**src/rtl/match_timer_pkg.sv**
```systemverilog
package match_timer_pkg;
  // Register byte offsets on the bus
  localparam logic [3:0] OFS_TICK_COUNT = 4'h0;
  localparam logic [3:0] OFS_PERIOD_LIMIT = 4'h4;
  localparam logic [3:0] OFS_TIMER_CONTROL = 4'h8;
  localparam logic [3:0] OFS_IRQ_STATUS = 4'hC;
  localparam logic [3:0] OFS_IRQ_ENABLE = 4'h0;
  localparam logic [4:0] OFS_IRQ_ENABLE_FULL = 5'h10;
  // Control field positions
  localparam int CTL_POST_LSB = 3;
  localparam int CTL_RUN_BIT = 2;
  localparam int CTL_PRE_LSB = 0;
  // Reset values
  localparam logic [7:0] RST_PERIOD_LIMIT = 8'hFF;
  localparam logic [7:0] RST_TICK_COUNT = 8'h00;
  localparam logic [6:0] RST_CONTROL = 7'h00;
  // Prescale terminal counts (divide minus one)
  localparam logic [3:0] PRE_TC_DIV1 = 4'h0;
  localparam logic [3:0] PRE_TC_DIV4 = 4'h3;
  localparam logic [3:0] PRE_TC_DIV16 = 4'hF;
  // AXI responses
  localparam logic [1:0] RESP_OKAY = 2'h0;
  localparam logic [1:0] RESP_SLVERR = 2'h2;

  // Prescaler terminal count from select code
  function automatic logic [3:0] pre_tc(input logic [1:0] sel);
    if (sel[1]) begin
      return PRE_TC_DIV16;
    end else if (sel[0]) begin
      return PRE_TC_DIV4;
    end
    return PRE_TC_DIV1;
  endfunction
endpackage

```
**src/rtl/timer_reg_if.sv**
```systemverilog
`timescale 1ns/10ps
// Register-side view shared by the bus slave and the timer core
interface timer_reg_if;
  logic wr_count;
  logic wr_control;
  logic [7:0] wdata;
  logic [7:0] count;
  logic [6:0] control;
  modport slave(output wr_count, output wr_control, output wdata, input count, input control);
  modport core(input wr_count, input wr_control, input wdata, output count, output control);
endinterface

```
**src/rtl/match_timer_core.sv**
```systemverilog
`timescale 1ns/10ps
module match_timer_core
  import match_timer_pkg::*;
(
  // Clock and reset
  input wire logic aclk,
  input wire logic aresetn,
  // Register side
  timer_reg_if.core regs,
  input wire logic [7:0] period_limit,
  // Events
  output logic match_pulse,
  output logic post_event
);
  typedef struct packed {
    logic [7:0] count;
    logic [6:0] control;
    logic [3:0] pre_cnt;
    logic [3:0] post_cnt;
    logic match;
    logic post;
  } core_state_t;

  core_state_t cur;
  core_state_t next_cur;
  logic tick;
  logic hit;

  // Next state of counter and scalers
  always_comb begin
    next_cur = cur;
    next_cur.match = 1'b0;
    next_cur.post = 1'b0;
    tick = cur.control[CTL_RUN_BIT] && (cur.pre_cnt == pre_tc(cur.control[1:0]));
    hit = tick && (cur.count == period_limit);
    if (cur.control[CTL_RUN_BIT]) begin
      next_cur.pre_cnt = tick ? 4'h0 : cur.pre_cnt + 4'h1;
    end
    if (tick) begin
      next_cur.count = hit ? 8'h00 : cur.count + 8'h01;
    end
    if (hit) begin
      next_cur.match = 1'b1;
      if (cur.post_cnt == cur.control[6:3]) begin
        next_cur.post_cnt = 4'h0;
        next_cur.post = 1'b1;
      end else begin
        next_cur.post_cnt = cur.post_cnt + 4'h1;
      end
    end
    // Software writes win over counting and clear both scalers
    if (regs.wr_count) begin
      next_cur.count = regs.wdata;
      next_cur.pre_cnt = 4'h0;
      next_cur.post_cnt = 4'h0;
    end
    if (regs.wr_control) begin
      next_cur.control = regs.wdata[6:0];
      next_cur.pre_cnt = 4'h0;
      next_cur.post_cnt = 4'h0;
    end
  end

  // State register
  always_ff @(posedge aclk) begin
    if (!aresetn) begin
      cur <= '{count: RST_TICK_COUNT, control: RST_CONTROL, default: '0};
    end else begin
      cur <= next_cur;
    end
  end

  assign regs.count = cur.count;
  assign regs.control = cur.control;
  assign match_pulse = cur.match;
  assign post_event = cur.post;
endmodule

```
**src/rtl/period_match_timer.sv**
```systemverilog
// Implementation choices: the register addresses and the AXI4-Lite register port.
`timescale 1ns/10ps
// How it works
// - Prescaler divides instruction clock by 1, 4 or 16 per two-bit select.
// - Counter counts up from zero, returns to zero after equalling period.
// - Period register is read/write and resets to all ones.
// - Counter register is read/write and clears on every reset.
// - Matches feed a postscaler; select value plus one matches per event.
// - Postscaler event sets a latched interrupt flag until software clears it.
// - Writes to counter or control, and reset, clear both scaler counts.
// - Control writes leave the counter value unchanged.
// - Run enable bit starts counting when one, stops it when zero.
// - Control bits 6:3 postscale, bit 2 run, bits 1:0 prescale, reset zero.
// - Unscaled match goes only to the PWM units as a time base.
module period_match_timer
  import match_timer_pkg::*;
(
  // Clock and reset
  input wire logic aclk,
  input wire logic aresetn,
  // AXI4-Lite write address
  input wire logic [4:0] s_axi_awaddr,
  input wire logic [2:0] s_axi_awprot,
  input wire logic s_axi_awvalid,
  output logic s_axi_awready,
  // AXI4-Lite write data
  input wire logic [31:0] s_axi_wdata,
  input wire logic [3:0] s_axi_wstrb,
  input wire logic s_axi_wvalid,
  output logic s_axi_wready,
  // AXI4-Lite write response
  output logic [1:0] s_axi_bresp,
  output logic s_axi_bvalid,
  input wire logic s_axi_bready,
  // AXI4-Lite read address
  input wire logic [4:0] s_axi_araddr,
  input wire logic [2:0] s_axi_arprot,
  input wire logic s_axi_arvalid,
  output logic s_axi_arready,
  // AXI4-Lite read data
  output logic [31:0] s_axi_rdata,
  output logic [1:0] s_axi_rresp,
  output logic s_axi_rvalid,
  input wire logic s_axi_rready,
  // Time base to PWM units and interrupt
  output logic pwm_time_base,
  output logic irq
);

  // Bus timing as the master sees it:
  // address and data are taken each at its own valid and ready edge,
  // in either order, and held here until both are in;
  // the write executes one edge after the later of the two,
  // and bvalid rises at that edge with the register already changed;
  // read data is captured at the address edge and shown from the next edge;
  // each response stands until its ready is seen high.
  // Only byte lane 0 carries register bits; upper lanes read zero.
  // A write to a mapped register with lane 0 off answers OKAY and changes nothing.
  // Unmapped addresses answer SLVERR, read zero and change nothing.

  // Register picked by a word address
  // One-hot, and each write strobe compares the whole six-bit code,
  // and a wrong decode never hits two registers at once
  typedef enum logic [5:0] {
    SEL_NONE = 6'b000001,
    SEL_COUNT = 6'b000010,
    SEL_PERIOD = 6'b000100,
    SEL_CONTROL = 6'b001000,
    SEL_STATUS = 6'b010000,
    SEL_ENABLE = 6'b100000
  } reg_sel_t;

  // Everything kept between edges
  typedef struct packed {
    // Write address and data, latched apart
    logic aw_held;
    logic [4:0] awaddr;
    logic w_held;
    logic [31:0] wdata;
    logic [3:0] wstrb;
    // Write response
    logic bvalid;
    logic [1:0] bresp;
    // Read response
    logic rvalid;
    logic [31:0] rdata;
    logic [1:0] rresp;
    // Registers kept beside the core
    logic [7:0] period_limit;
    logic match_irq_flag;
    logic match_irq_enable;
  } top_state_t;

  top_state_t cur;
  top_state_t next_cur;
  timer_reg_if regs();
  // Core events
  logic match_pulse;
  logic post_event;
  // Handshakes completing at this edge
  logic aw_take;
  logic w_take;
  logic ar_take;
  logic b_done;
  logic r_done;
  // Write side
  logic do_write;
  logic wr_ok;
  reg_sel_t wsel;
  logic wr_period;
  logic wr_enable;
  logic wr_clear;
  // Read side
  logic [4:0] ra;
  reg_sel_t rsel;
  logic [31:0] rword;

  // Timer core holds counter, control and scalers
  // It sees writes as one-cycle strobes with the low data byte
  match_timer_core u_core (
    .aclk(aclk),
    .aresetn(aresetn),
    .regs(regs),
    .period_limit(cur.period_limit),
    .match_pulse(match_pulse),
    .post_event(post_event)
  );

  // Address decode shared by both bus sides
  // Callers pass word-aligned addresses; the guard below
  // keeps a stray unaligned one from hitting a register
  function automatic reg_sel_t decode_sel(input logic [4:0] a);
    reg_sel_t sel;
    sel = SEL_NONE;

    case (a)
      {1'b0, OFS_TICK_COUNT}: begin
        sel = SEL_COUNT;
      end
      {1'b0, OFS_PERIOD_LIMIT}: begin
        sel = SEL_PERIOD;
      end
      {1'b0, OFS_TIMER_CONTROL}: begin
        sel = SEL_CONTROL;
      end
      {1'b0, OFS_IRQ_STATUS}: begin
        sel = SEL_STATUS;
      end
      OFS_IRQ_ENABLE_FULL: begin
        sel = SEL_ENABLE;
      end
      default: begin
        sel = SEL_NONE;
      end
    endcase

    // Unaligned addresses map to nothing
    if (a[1:0] != 2'h0) begin
      sel = SEL_NONE;
    end
    return sel;
  endfunction

  // A register is mapped when the decode finds it
  function automatic logic mapped(input reg_sel_t sel);
    return sel != SEL_NONE;
  endfunction

  // Read value of the selected register
  // Unused bits read zero, so software need mask nothing
  function automatic logic [31:0] read_word(
    input reg_sel_t sel,
    input logic [7:0] cnt,
    input logic [6:0] ctl,
    input logic [7:0] per,
    input logic flag,
    input logic en
  );
    logic [31:0] w;
    w = 32'h00000000;

    case (sel)
      SEL_COUNT: begin
        w[7:0] = cnt;
      end
      SEL_PERIOD: begin
        w[7:0] = per;
      end
      SEL_CONTROL: begin
        w[6:0] = ctl;
      end
      SEL_STATUS: begin
        w[0] = flag;
      end
      SEL_ENABLE: begin
        w[0] = en;
      end
      default: begin
        w = 32'h00000000;
      end
    endcase

    return w;
  endfunction

  // Channel readies
  // A pending response holds off the next write, so
  // at most one write is ever inside the block
  assign s_axi_awready = !cur.aw_held && !cur.bvalid;
  assign s_axi_wready = !cur.w_held && !cur.bvalid;
  assign s_axi_arready = !cur.rvalid;

  // Handshakes completing at this edge
  assign aw_take = s_axi_awvalid && s_axi_awready;
  assign w_take = s_axi_wvalid && s_axi_wready;
  assign ar_take = s_axi_arvalid && s_axi_arready;
  assign b_done = cur.bvalid && s_axi_bready;
  assign r_done = cur.rvalid && s_axi_rready;

  // Write executes once both halves are in
  assign do_write = cur.aw_held && cur.w_held && !cur.bvalid;
  // Only byte lane 0 carries register bits
  assign wr_ok = do_write && cur.wstrb[0];
  // Target register of the held address
  assign wsel = decode_sel(cur.awaddr);

  // Core write strobes
  // Counter and control live in the core, which also clears its scalers
  assign regs.wdata = cur.wdata[7:0];
  assign regs.wr_count = wr_ok && (wsel == SEL_COUNT);
  assign regs.wr_control = wr_ok && (wsel == SEL_CONTROL);

  // Strobes for registers kept here
  assign wr_period = wr_ok && (wsel == SEL_PERIOD);
  assign wr_enable = wr_ok && (wsel == SEL_ENABLE);
  assign wr_clear = wr_ok && (wsel == SEL_STATUS) && cur.wdata[0];

  // Read address taken word aligned; value sampled at the handshake edge
  assign ra = {s_axi_araddr[4:2], 2'h0};
  assign rsel = decode_sel(ra);
  assign rword = read_word(rsel, regs.count, regs.control, cur.period_limit, cur.match_irq_flag,
                           cur.match_irq_enable);

  // Priorities inside one cycle:
  // a write executes before the flag logic looks at it,
  // an event setting the flag beats a clear written in the same cycle,
  // and a read taken at an edge can not also retire at it.
  always_comb begin
    next_cur = cur;

    // Write address channel
    if (aw_take) begin
      next_cur.aw_held = 1'b1;
      next_cur.awaddr = {s_axi_awaddr[4:2], 2'h0};
    end

    // Write data channel
    if (w_take) begin
      next_cur.w_held = 1'b1;
      next_cur.wdata = s_axi_wdata;
      next_cur.wstrb = s_axi_wstrb;
    end

    // Both halves in: execute and raise the response
    if (do_write) begin
      next_cur.aw_held = 1'b0;
      next_cur.w_held = 1'b0;
      next_cur.bvalid = 1'b1;
      if (mapped(wsel)) begin
        next_cur.bresp = RESP_OKAY;
      end else begin
        next_cur.bresp = RESP_SLVERR;
      end
    end

    // Period register lives beside the core
    if (wr_period) begin
      next_cur.period_limit = cur.wdata[7:0];
    end

    // Interrupt enable bit
    if (wr_enable) begin
      next_cur.match_irq_enable = cur.wdata[0];
    end

    // Writing a one clears the flag
    if (wr_clear) begin
      next_cur.match_irq_flag = 1'b0;
    end

    // Set wins over a clear in the same cycle, so no event is lost
    if (post_event) begin
      next_cur.match_irq_flag = 1'b1;
    end

    // Write response retires at the bready edge
    if (b_done) begin
      next_cur.bvalid = 1'b0;
    end

    // Read address taken: capture data and response
    if (ar_take) begin
      next_cur.rvalid = 1'b1;
      next_cur.rdata = rword;
      if (mapped(rsel)) begin
        next_cur.rresp = RESP_OKAY;
      end else begin
        next_cur.rresp = RESP_SLVERR;
      end
    end else if (r_done) begin
      next_cur.rvalid = 1'b0;
    end
  end

  // State register
  // Synchronous reset; every field starts from a constant
  // The core resets its own counter, control and scalers
  always_ff @(posedge aclk) begin
    if (!aresetn) begin
      cur <= '{period_limit: RST_PERIOD_LIMIT, default: '0};
    end else begin
      cur <= next_cur;
    end
  end

  // Bus responses straight from flops
  assign s_axi_bvalid = cur.bvalid;
  assign s_axi_bresp = cur.bresp;
  assign s_axi_rvalid = cur.rvalid;
  assign s_axi_rdata = cur.rdata;
  assign s_axi_rresp = cur.rresp;

  // Unscaled match goes to the PWM units only
  assign pwm_time_base = match_pulse;

  // Interrupt is the AND of two flops
  // so it never glitches and adds no delay
  // Masking does not touch the flag; software may still poll it
  assign irq = cur.match_irq_flag && cur.match_irq_enable;
endmodule

```
**config.mk**
```make
export PLATFORM = sky130hd
export DESIGN_NAME = period_match_timer
export DESIGN_NICKNAME = d
export VERILOG_FILES = /design/src/rtl/match_timer_pkg.sv /design/src/rtl/timer_reg_if.sv /design/src/rtl/match_timer_core.sv /design/src/rtl/period_match_timer.sv
export SDC_FILE = /design/constraint.sdc
export NUM_CORES = 1
export LEC_CHECK = 0
export ABC_AREA = 1
export BUFFER_PORTS_ARGS = -buffer_cell sky130_fd_sc_hd__buf_2
export CAP_MARGIN = 10
export CORE_MARGIN = 2
export CORE_UTILIZATION = 50
export CTS_CLUSTER_DIAMETER = 60
export DETAILED_ROUTE_END_ITERATION = 6
export MAX_ROUTING_LAYER = met4
export PLACE_DENSITY = 0.86
export RECOVER_POWER = 100
export SETUP_SLACK_MARGIN = 0.05
export SYNTH_ARGS = -nofsm -noshare
export SYNTH_HDL_FRONTEND = slang
export SYNTH_SLANG_ARGS = --single-unit
```
**constraint.sdc**
```tcl
create_clock -name aclk -period 2.83 [get_ports aclk]
set_input_delay 0.1415 -clock aclk [delete_from_list [all_inputs] [get_ports aclk]]
set_output_delay 0.1415 -clock aclk [all_outputs]
set_load 0.02 [all_outputs]
```
# Word level (Yosys, flattened, before mapping)
# Index checks and enable logic that the tools add are counted.
dict set report totals {
  reg_bits 63
  inputBits 59
  out_inout_bits 43
  word_cells 101
}
dict set report op_classes {
  add_sub_neg 3
  eq_ne 23
  n_mux 23
  bitwise_logic 1
  n_reduce_logical 32
}
# cell count
set ops {}
lappend ops {{$pmux W6 S5} 2}
lappend ops {{$mux W8} 3}
lappend ops {{$mux W4} 5}
lappend ops {{$logic_and A1 B1 Y1} 19}
lappend ops {{$pmux W6 S3} 1}
lappend ops {{$eq A3 B2 Y1 const B} 4}
lappend ops {{$eq A6 B2 Y1 const B} 2}
lappend ops {{$eq A6 B3 Y1 const B} 2}
lappend ops {{$eq A6 B4 Y1 const B} 2}
lappend ops {{$eq A6 B5 Y1 const B} 2}
lappend ops {{$eq A6 B6 Y1 const B} 2}
lappend ops {{$ne A6 B1 Y1 const B} 2}
lappend ops {{$logic_not A5 Y1} 2}
lappend ops {{$add A4 B1 Y4 const B} 2}
lappend ops {{$add A8 B1 Y8 const B} 1}
lappend ops {{$eq A4 B4 Y1} 2}
lappend ops {{$eq A8 B8 Y1} 1}
lappend ops {{$mux W1} 7}
lappend ops {{$eq A3 B1 Y1 const B} 2}
lappend ops {{$eq A3 B3 Y1 const B} 2}
lappend ops {{$mux W2} 3}
lappend ops {{$reduce_bool A2 Y1} 3}
lappend ops {{$pmux W1 S5} 1}
lappend ops {{$logic_not A1 Y1} 4}
lappend ops {{5 further kinds} 6}

# Logic depth before layout (Yosys ltp)
dict set report depth {
  depth_word 9
  ltp_mapped 10
  ltp_nobuf 10
}

# Modules after synthesis
# A second synthesis with hierarchy kept.
dict set report unflattened {
  hier_cells 531
  hier_area_um2 3587.2
}
# module instances cells_each area_per_inst_um2 seq_area_each_um2
set by_module_without_submodules {}
lappend by_module_without_submodules {period_match_timer 1 253 1864.3 720.7}
lappend by_module_without_submodules {match_timer_core 1 278 1722.9 500.5}

# Worst setup path before layout
# OpenSTA, ideal clock, no wires.
dict set report synth_timing {
  path_type {register to register}
  from {register cur (netlist bit s_axi_bvalid)}
  to {register cur[52] in the netlist's numbering}
  setup_time_ns 0.125
  arrival_ns 1.260
  required_ns 2.705
  path_slack_ns 1.444
  stages_incl_launch_ff 6
  path_buffers 1
  period_less_slack_ns 1.386
  cell_sequence {dfxtp_1 -> nor2_1 -> nand2_1 -> clkbuf_1 -> o21ai_0 -> a21oi_1}
}
dict set report synth_via {
  elab_chain_cells 3
}
# element line
set synth_rtl {}
lappend synth_rtl {{start, declared} period_match_timer.sv:94} ;# top_state_t cur;
lappend synth_rtl {{start signal, assigned} period_match_timer.sv:322} ;# cur <= next_cur;
lappend synth_rtl {{$logic_not A1 Y1} period_match_timer.sv:210} ;# assign s_axi_wready = !cur.w_held && !cur.bvalid;
lappend synth_rtl {{$logic_and A1 B1 Y1} period_match_timer.sv:210}
lappend synth_rtl {{net s_axi_wready} period_match_timer.sv:30} ;# output logic s_axi_wready,
lappend synth_rtl {{$logic_and A1 B1 Y1} period_match_timer.sv:215} ;# assign w_take = s_axi_wvalid && s_axi_wready;
# The timed path passes the listed nets, and every way through them passes these cells.
# A chain may end at the register's enable or synchronous reset.

# Worst setup path in the final report
dict set report layout_timing {
  from {register cur (netlist bit s_axi_bvalid)}
  to {register u_core.cur[7] in the netlist's numbering}
}
dict set report layout_via {
  elab_chain_cells 5
  word_cells_on_any_way 6
  classes_between {6 x reduce/logical}
}
# element line
set layout_rtl {}
lappend layout_rtl {{$logic_not A1 Y1 (*)} period_match_timer.sv:221} ;# assign do_write = cur.aw_held && cur.w_held && !cur.bvalid;
lappend layout_rtl {{$logic_and A1 B1 Y1 (*)} period_match_timer.sv:221}
lappend layout_rtl {{$logic_and A1 B1 Y1 (*)} period_match_timer.sv:223} ;# assign wr_ok = do_write && cur.wstrb[0];
lappend layout_rtl {{$logic_and A1 B1 Y1 (on tied branches)} {period_match_timer.sv:230, period_match_timer.sv:231}}
lappend layout_rtl {{$reduce_or A3 Y1 (no line) (*)} -}
lappend layout_rtl {{end signal, assigned} match_timer_core.sv:69} ;# cur <= next_cur;
lappend layout_rtl {{end, declared} match_timer_core.sv:24} ;# core_state_t cur;
# Mark *: on every way between the ends. The rest lies on a longest branch, timed or not.

==> results.txt <==
----------------------------------------------------
[Outcome]
  Result of the run ... finished, final reports clean

[STA]
  Setup Total Neg Slack ... 0 ns
  Final number of hold-violating endpoints ... 0
  Final period utilization ... 0.719
  Rel. slew slack ... 0.108
  Final number of setup-violating endpoints ... 0
  Count of pins over their slew limit ... 0
  Fin crit period ... 2.03 ns
  Slew at the pin closest to its max-slew limit ... around 1.3 ns
  RSZ-0062 raised after global routing ... false
  Fin Clk Skew ... about 0.010 ns
  Fmax ... 492 MHz

[Pwr]
  Power per cell area ... between 500 and 600 nW/um2
  Worst vdd rail ir drop ... between 0.3 and 0.4 mV
  Static leakage power ... roughly 1.5 nW

[Setup path]
  Reg-to-reg critical path endpoint ... u_core.cur[7]
  Req. time, crit path ... 3.04 ns
  Reg-to-reg slack, setup ... 0.80 ns
  Reg2Reg Depth ... 8
  CP Capture Type ... register
  Arr. time, crit path ... approximately 2.3 ns
  Kind of critical path ... reg -> reg
  First element of the critical path ... s_axi_bvalid
  CP Capture Point ... u_core.cur[7]
  Crit Reg-Reg Startpoint ... s_axi_bvalid
  Nature of the critical path startpoint ... register
  Maximum fanout count along the critical path ... 11

[Global route]
  Congestion Overflow GR ... 0
  Maximum number of pins on one net before global-route repair ... 30
  Overall track demand over capacity in global routing ... 0.215
  Initial antenna violation count ... 0
  Global-route wire length before repair ... roughly 12000 um
  Number of global-route vias before repair ... between 2000 and 3000

[Route]
  First DRT Iteration DRCs ... 200
  Sum of routed wire length over all layers ... between 7000 and 8000 um
  Total via count after detailed routing ... approximately 3000
  Detailed-route wire length per cell ... about 13 um
  Number of DRC violations after detailed routing ... 0
  1st-pass router iterations ... 5
  Vias per cell ... about 5.3
  Antenna viol nets, final ... 0

[Placed design]
  Port Buf Inserts ... 38
  Placed wire-length estimate ... between 5000 and 6000 um
  Final RePlAce weighted congestion ... a little over 0.9

[Die]
  Width of the die ... around 85 um
  Number of placement rows ... 29
  Placeable core area ... roughly 6300 um2
  Die Span Y ... approximately 85 um
  Top-Level Pins ... 102
  Initial core utilization ... 0.519
  Die ar. ... 7260 um2

[Synth]
  Dominant cell type by area after synthesis ... dfxtp_1
  Yosys warning count ... 0
  Count of flip-flops with a built-in enable after synthesis ... 0
  Async set or reset register ratio after synthesis ... 0
  Post-synthesis cell count ... roughly 450
  Sequential share of the synthesized area ... 0.370
  Mapped Area ... between 3000 and 4000 um2
  Most used DFF post-synth ... dfxtp_1
  Most frequent cells after synthesis ... nand2_1, dfxtp_1, a21oi_1, nor2_1, inv_1
  Top area cells in the synthesized netlist ... dfxtp_1, nand2_1, buf_4
  Share of the synthesized area in the top cell type ... 0.370
  Syn Area/Cell ... around 7.3 um2
  Synth unique cells ... between 40 and 50
  Register bit count reported by yosys ... 61
  Most frequent cell after synthesis ... nand2_1

[CTS]
  Post-CTS setup buffers ... 0
  Clock tree root driver cell ... clkbuf_8
  Clk pin slew, worst setup/hold paths ... around 0.07 ns
  Clock tree from TritonCTS ... done
  Clk sink count ... 61
  Maximum clock insertion buffer count ... 2
  H-tree lvl count ... 3
  Clk_lat worst skew ... approximately 0.34 ns
  Number of buffers inserted during clock tree synthesis ... 9

[Layout]
  Antenna diode count ... 0
  Net count, final ... about 540
  Post-layout util ... 0.552
  Area grow syn2layout ... 6.34%
  Fraction of final layout cells with drive strength greater than 1 ... 0.101

[Run]
  Max-cap check violation count ... 0

[Worst hold path]
  Hold Path Class ... in -> reg

----------------------------------------------------
[power by group]
part | switching [mW] | internal, mW | total (mW)
Clock | 0.347 | 0.432 | 0.779
Combinational | 0.130 | 0.0453 | 0.175
Sequential | 0.0300 | 0.886 | 0.916
Total | 0.506 | 1.36 | 1.87
[layer usage]
metal / track usage / up-vias / part of all wire
met1: 0.255 / 1363 / 0.44
met4: 0.107 / 0 / 0.024
met5: - / - / 0
met3: 0.0399 / 19 / 0.062
met2: 0.349 / 118 / 0.47
li1: - / 1469 / -
[critical path: stages, from the launching register on]
cell and delay, ns:
dfxtp_1 0.34, inv_1 0.12, nand3_4 0.11, nor2_1 0.46, nand2_1 0.36, nand3_2 0.29, nor2_1 0.09, nand3_1 0.07
o31ai_1 0.07
[cell families after synthesis]
kind of cell / count (synthesis) / synth area share
DFF: 61 / 0.370
other: 1 / 0.00114
buffers and inverters: 90 / 0.151
and+or+nand+nor: 206 / 0.294
AOI/OAI and AO/OA: 76 / 0.130
xor gates and xnor gates: 16 / 0.0425
adders and majority gates: 3 / 0.0114
[worst min path at each step]
| stage | to | slack [ns] | start | depth (start not counted) |
|---|---|---|---|---|
| 6_report | cur[56] | 0.04 | s_axi_wdata[4] | 3 |
| 5_1_grt | cur[58] | 0.07 | s_axi_wdata[6] | 3 |
| 3_5_place_dp | s_axi_bvalid | 0.34 | s_axi_bready | 2 |
| 3_3_place_gp | s_axi_bvalid | 0.34 | s_axi_bready | 2 |
| 4_1_cts | cur[56] | 0.04 | s_axi_wdata[4] | 3 |
| 2_1_floorplan | s_axi_bvalid | 0.26 | s_axi_bready | 1 |
[sequential cells by signal, summed over array words and instances (netlist names), 7 cells and up]
name                 cells
cur                     24
s_axi_rdata              8
u_core.cur               8
u_core.regs.count        8
u_core.regs.control      7
[through the flow]
stage / cell area, um2 / instances / power [mW] / setup slack [ns] / hold WS, ns
detailed placement: 3340 / 546 / 1.11 / 1.22 / 0.344
global route: 3510 / 563 / 1.95 / 0.532 / 0.0688
finish: 3510 / 563 / 1.87 / 0.796 / 0.0434
global placement: 3340 / 546 / 1.11 / 1.26 / 0.345
CTS: 3550 / 563 / 1.89 / 1.20 / 0.0386
floorplan: 3390 / 478 / 1.09 / 1.44 / 0.255
[cell type report]
class,instances,area [um2]
Timing Repair Buffer,40,181
Fill cell,591,2840
Tap cell,77,96.3
Clock inverter,5,58.8
Multi-Input combinational cell,327,1650
Inverter,42,158
Sequential cell,61,1220
Clock buffer,11,141
[cells in the final DEF (no fill, tap or decap), types with 2 or more instances in the layout]
| cell type | synthesis | routed |
|---|---|---|
| ha_1 | 3 | 3 |
| nor2_1 | 39 | 40 |
| clkbuf_1 | 5 | 20 |
| o211ai_1 | 3 | 4 |
| nand3_2 | 2 | 2 |
| xnor2_1 | 9 | 9 |
| clkbuf_8 | 0 | 10 |
| clkinvlp_4 | 0 | 2 |
| xor2_1 | 7 | 7 |
| nand3_4 | 2 | 2 |
| conb_1 | 1 | 26 |
| nand2_4 | 2 | 2 |
| buf_2 | 3 | 20 |
| nand4_1 | 10 | 10 |
| a21oi_1 | 39 | 39 |
| nor2_4 | 2 | 2 |
| o31ai_1 | 3 | 3 |
| o21ai_0 | 23 | 23 |
| inv_1 | 38 | 41 |
| nand2_1 | 109 | 109 |
| nand3_1 | 28 | 28 |
| nor3_1 | 3 | 3 |
| dfxtp_1 | 61 | 61 |
| o221ai_1 | 2 | 2 |
[timing repair]
action | in CTS | in global routing
resized for setup | 0 | 0
endpoints found under the hold margin | 1 | 0
hold buffers | 1 | 0
No activity file was read; power rests on OpenSTA's default activity.
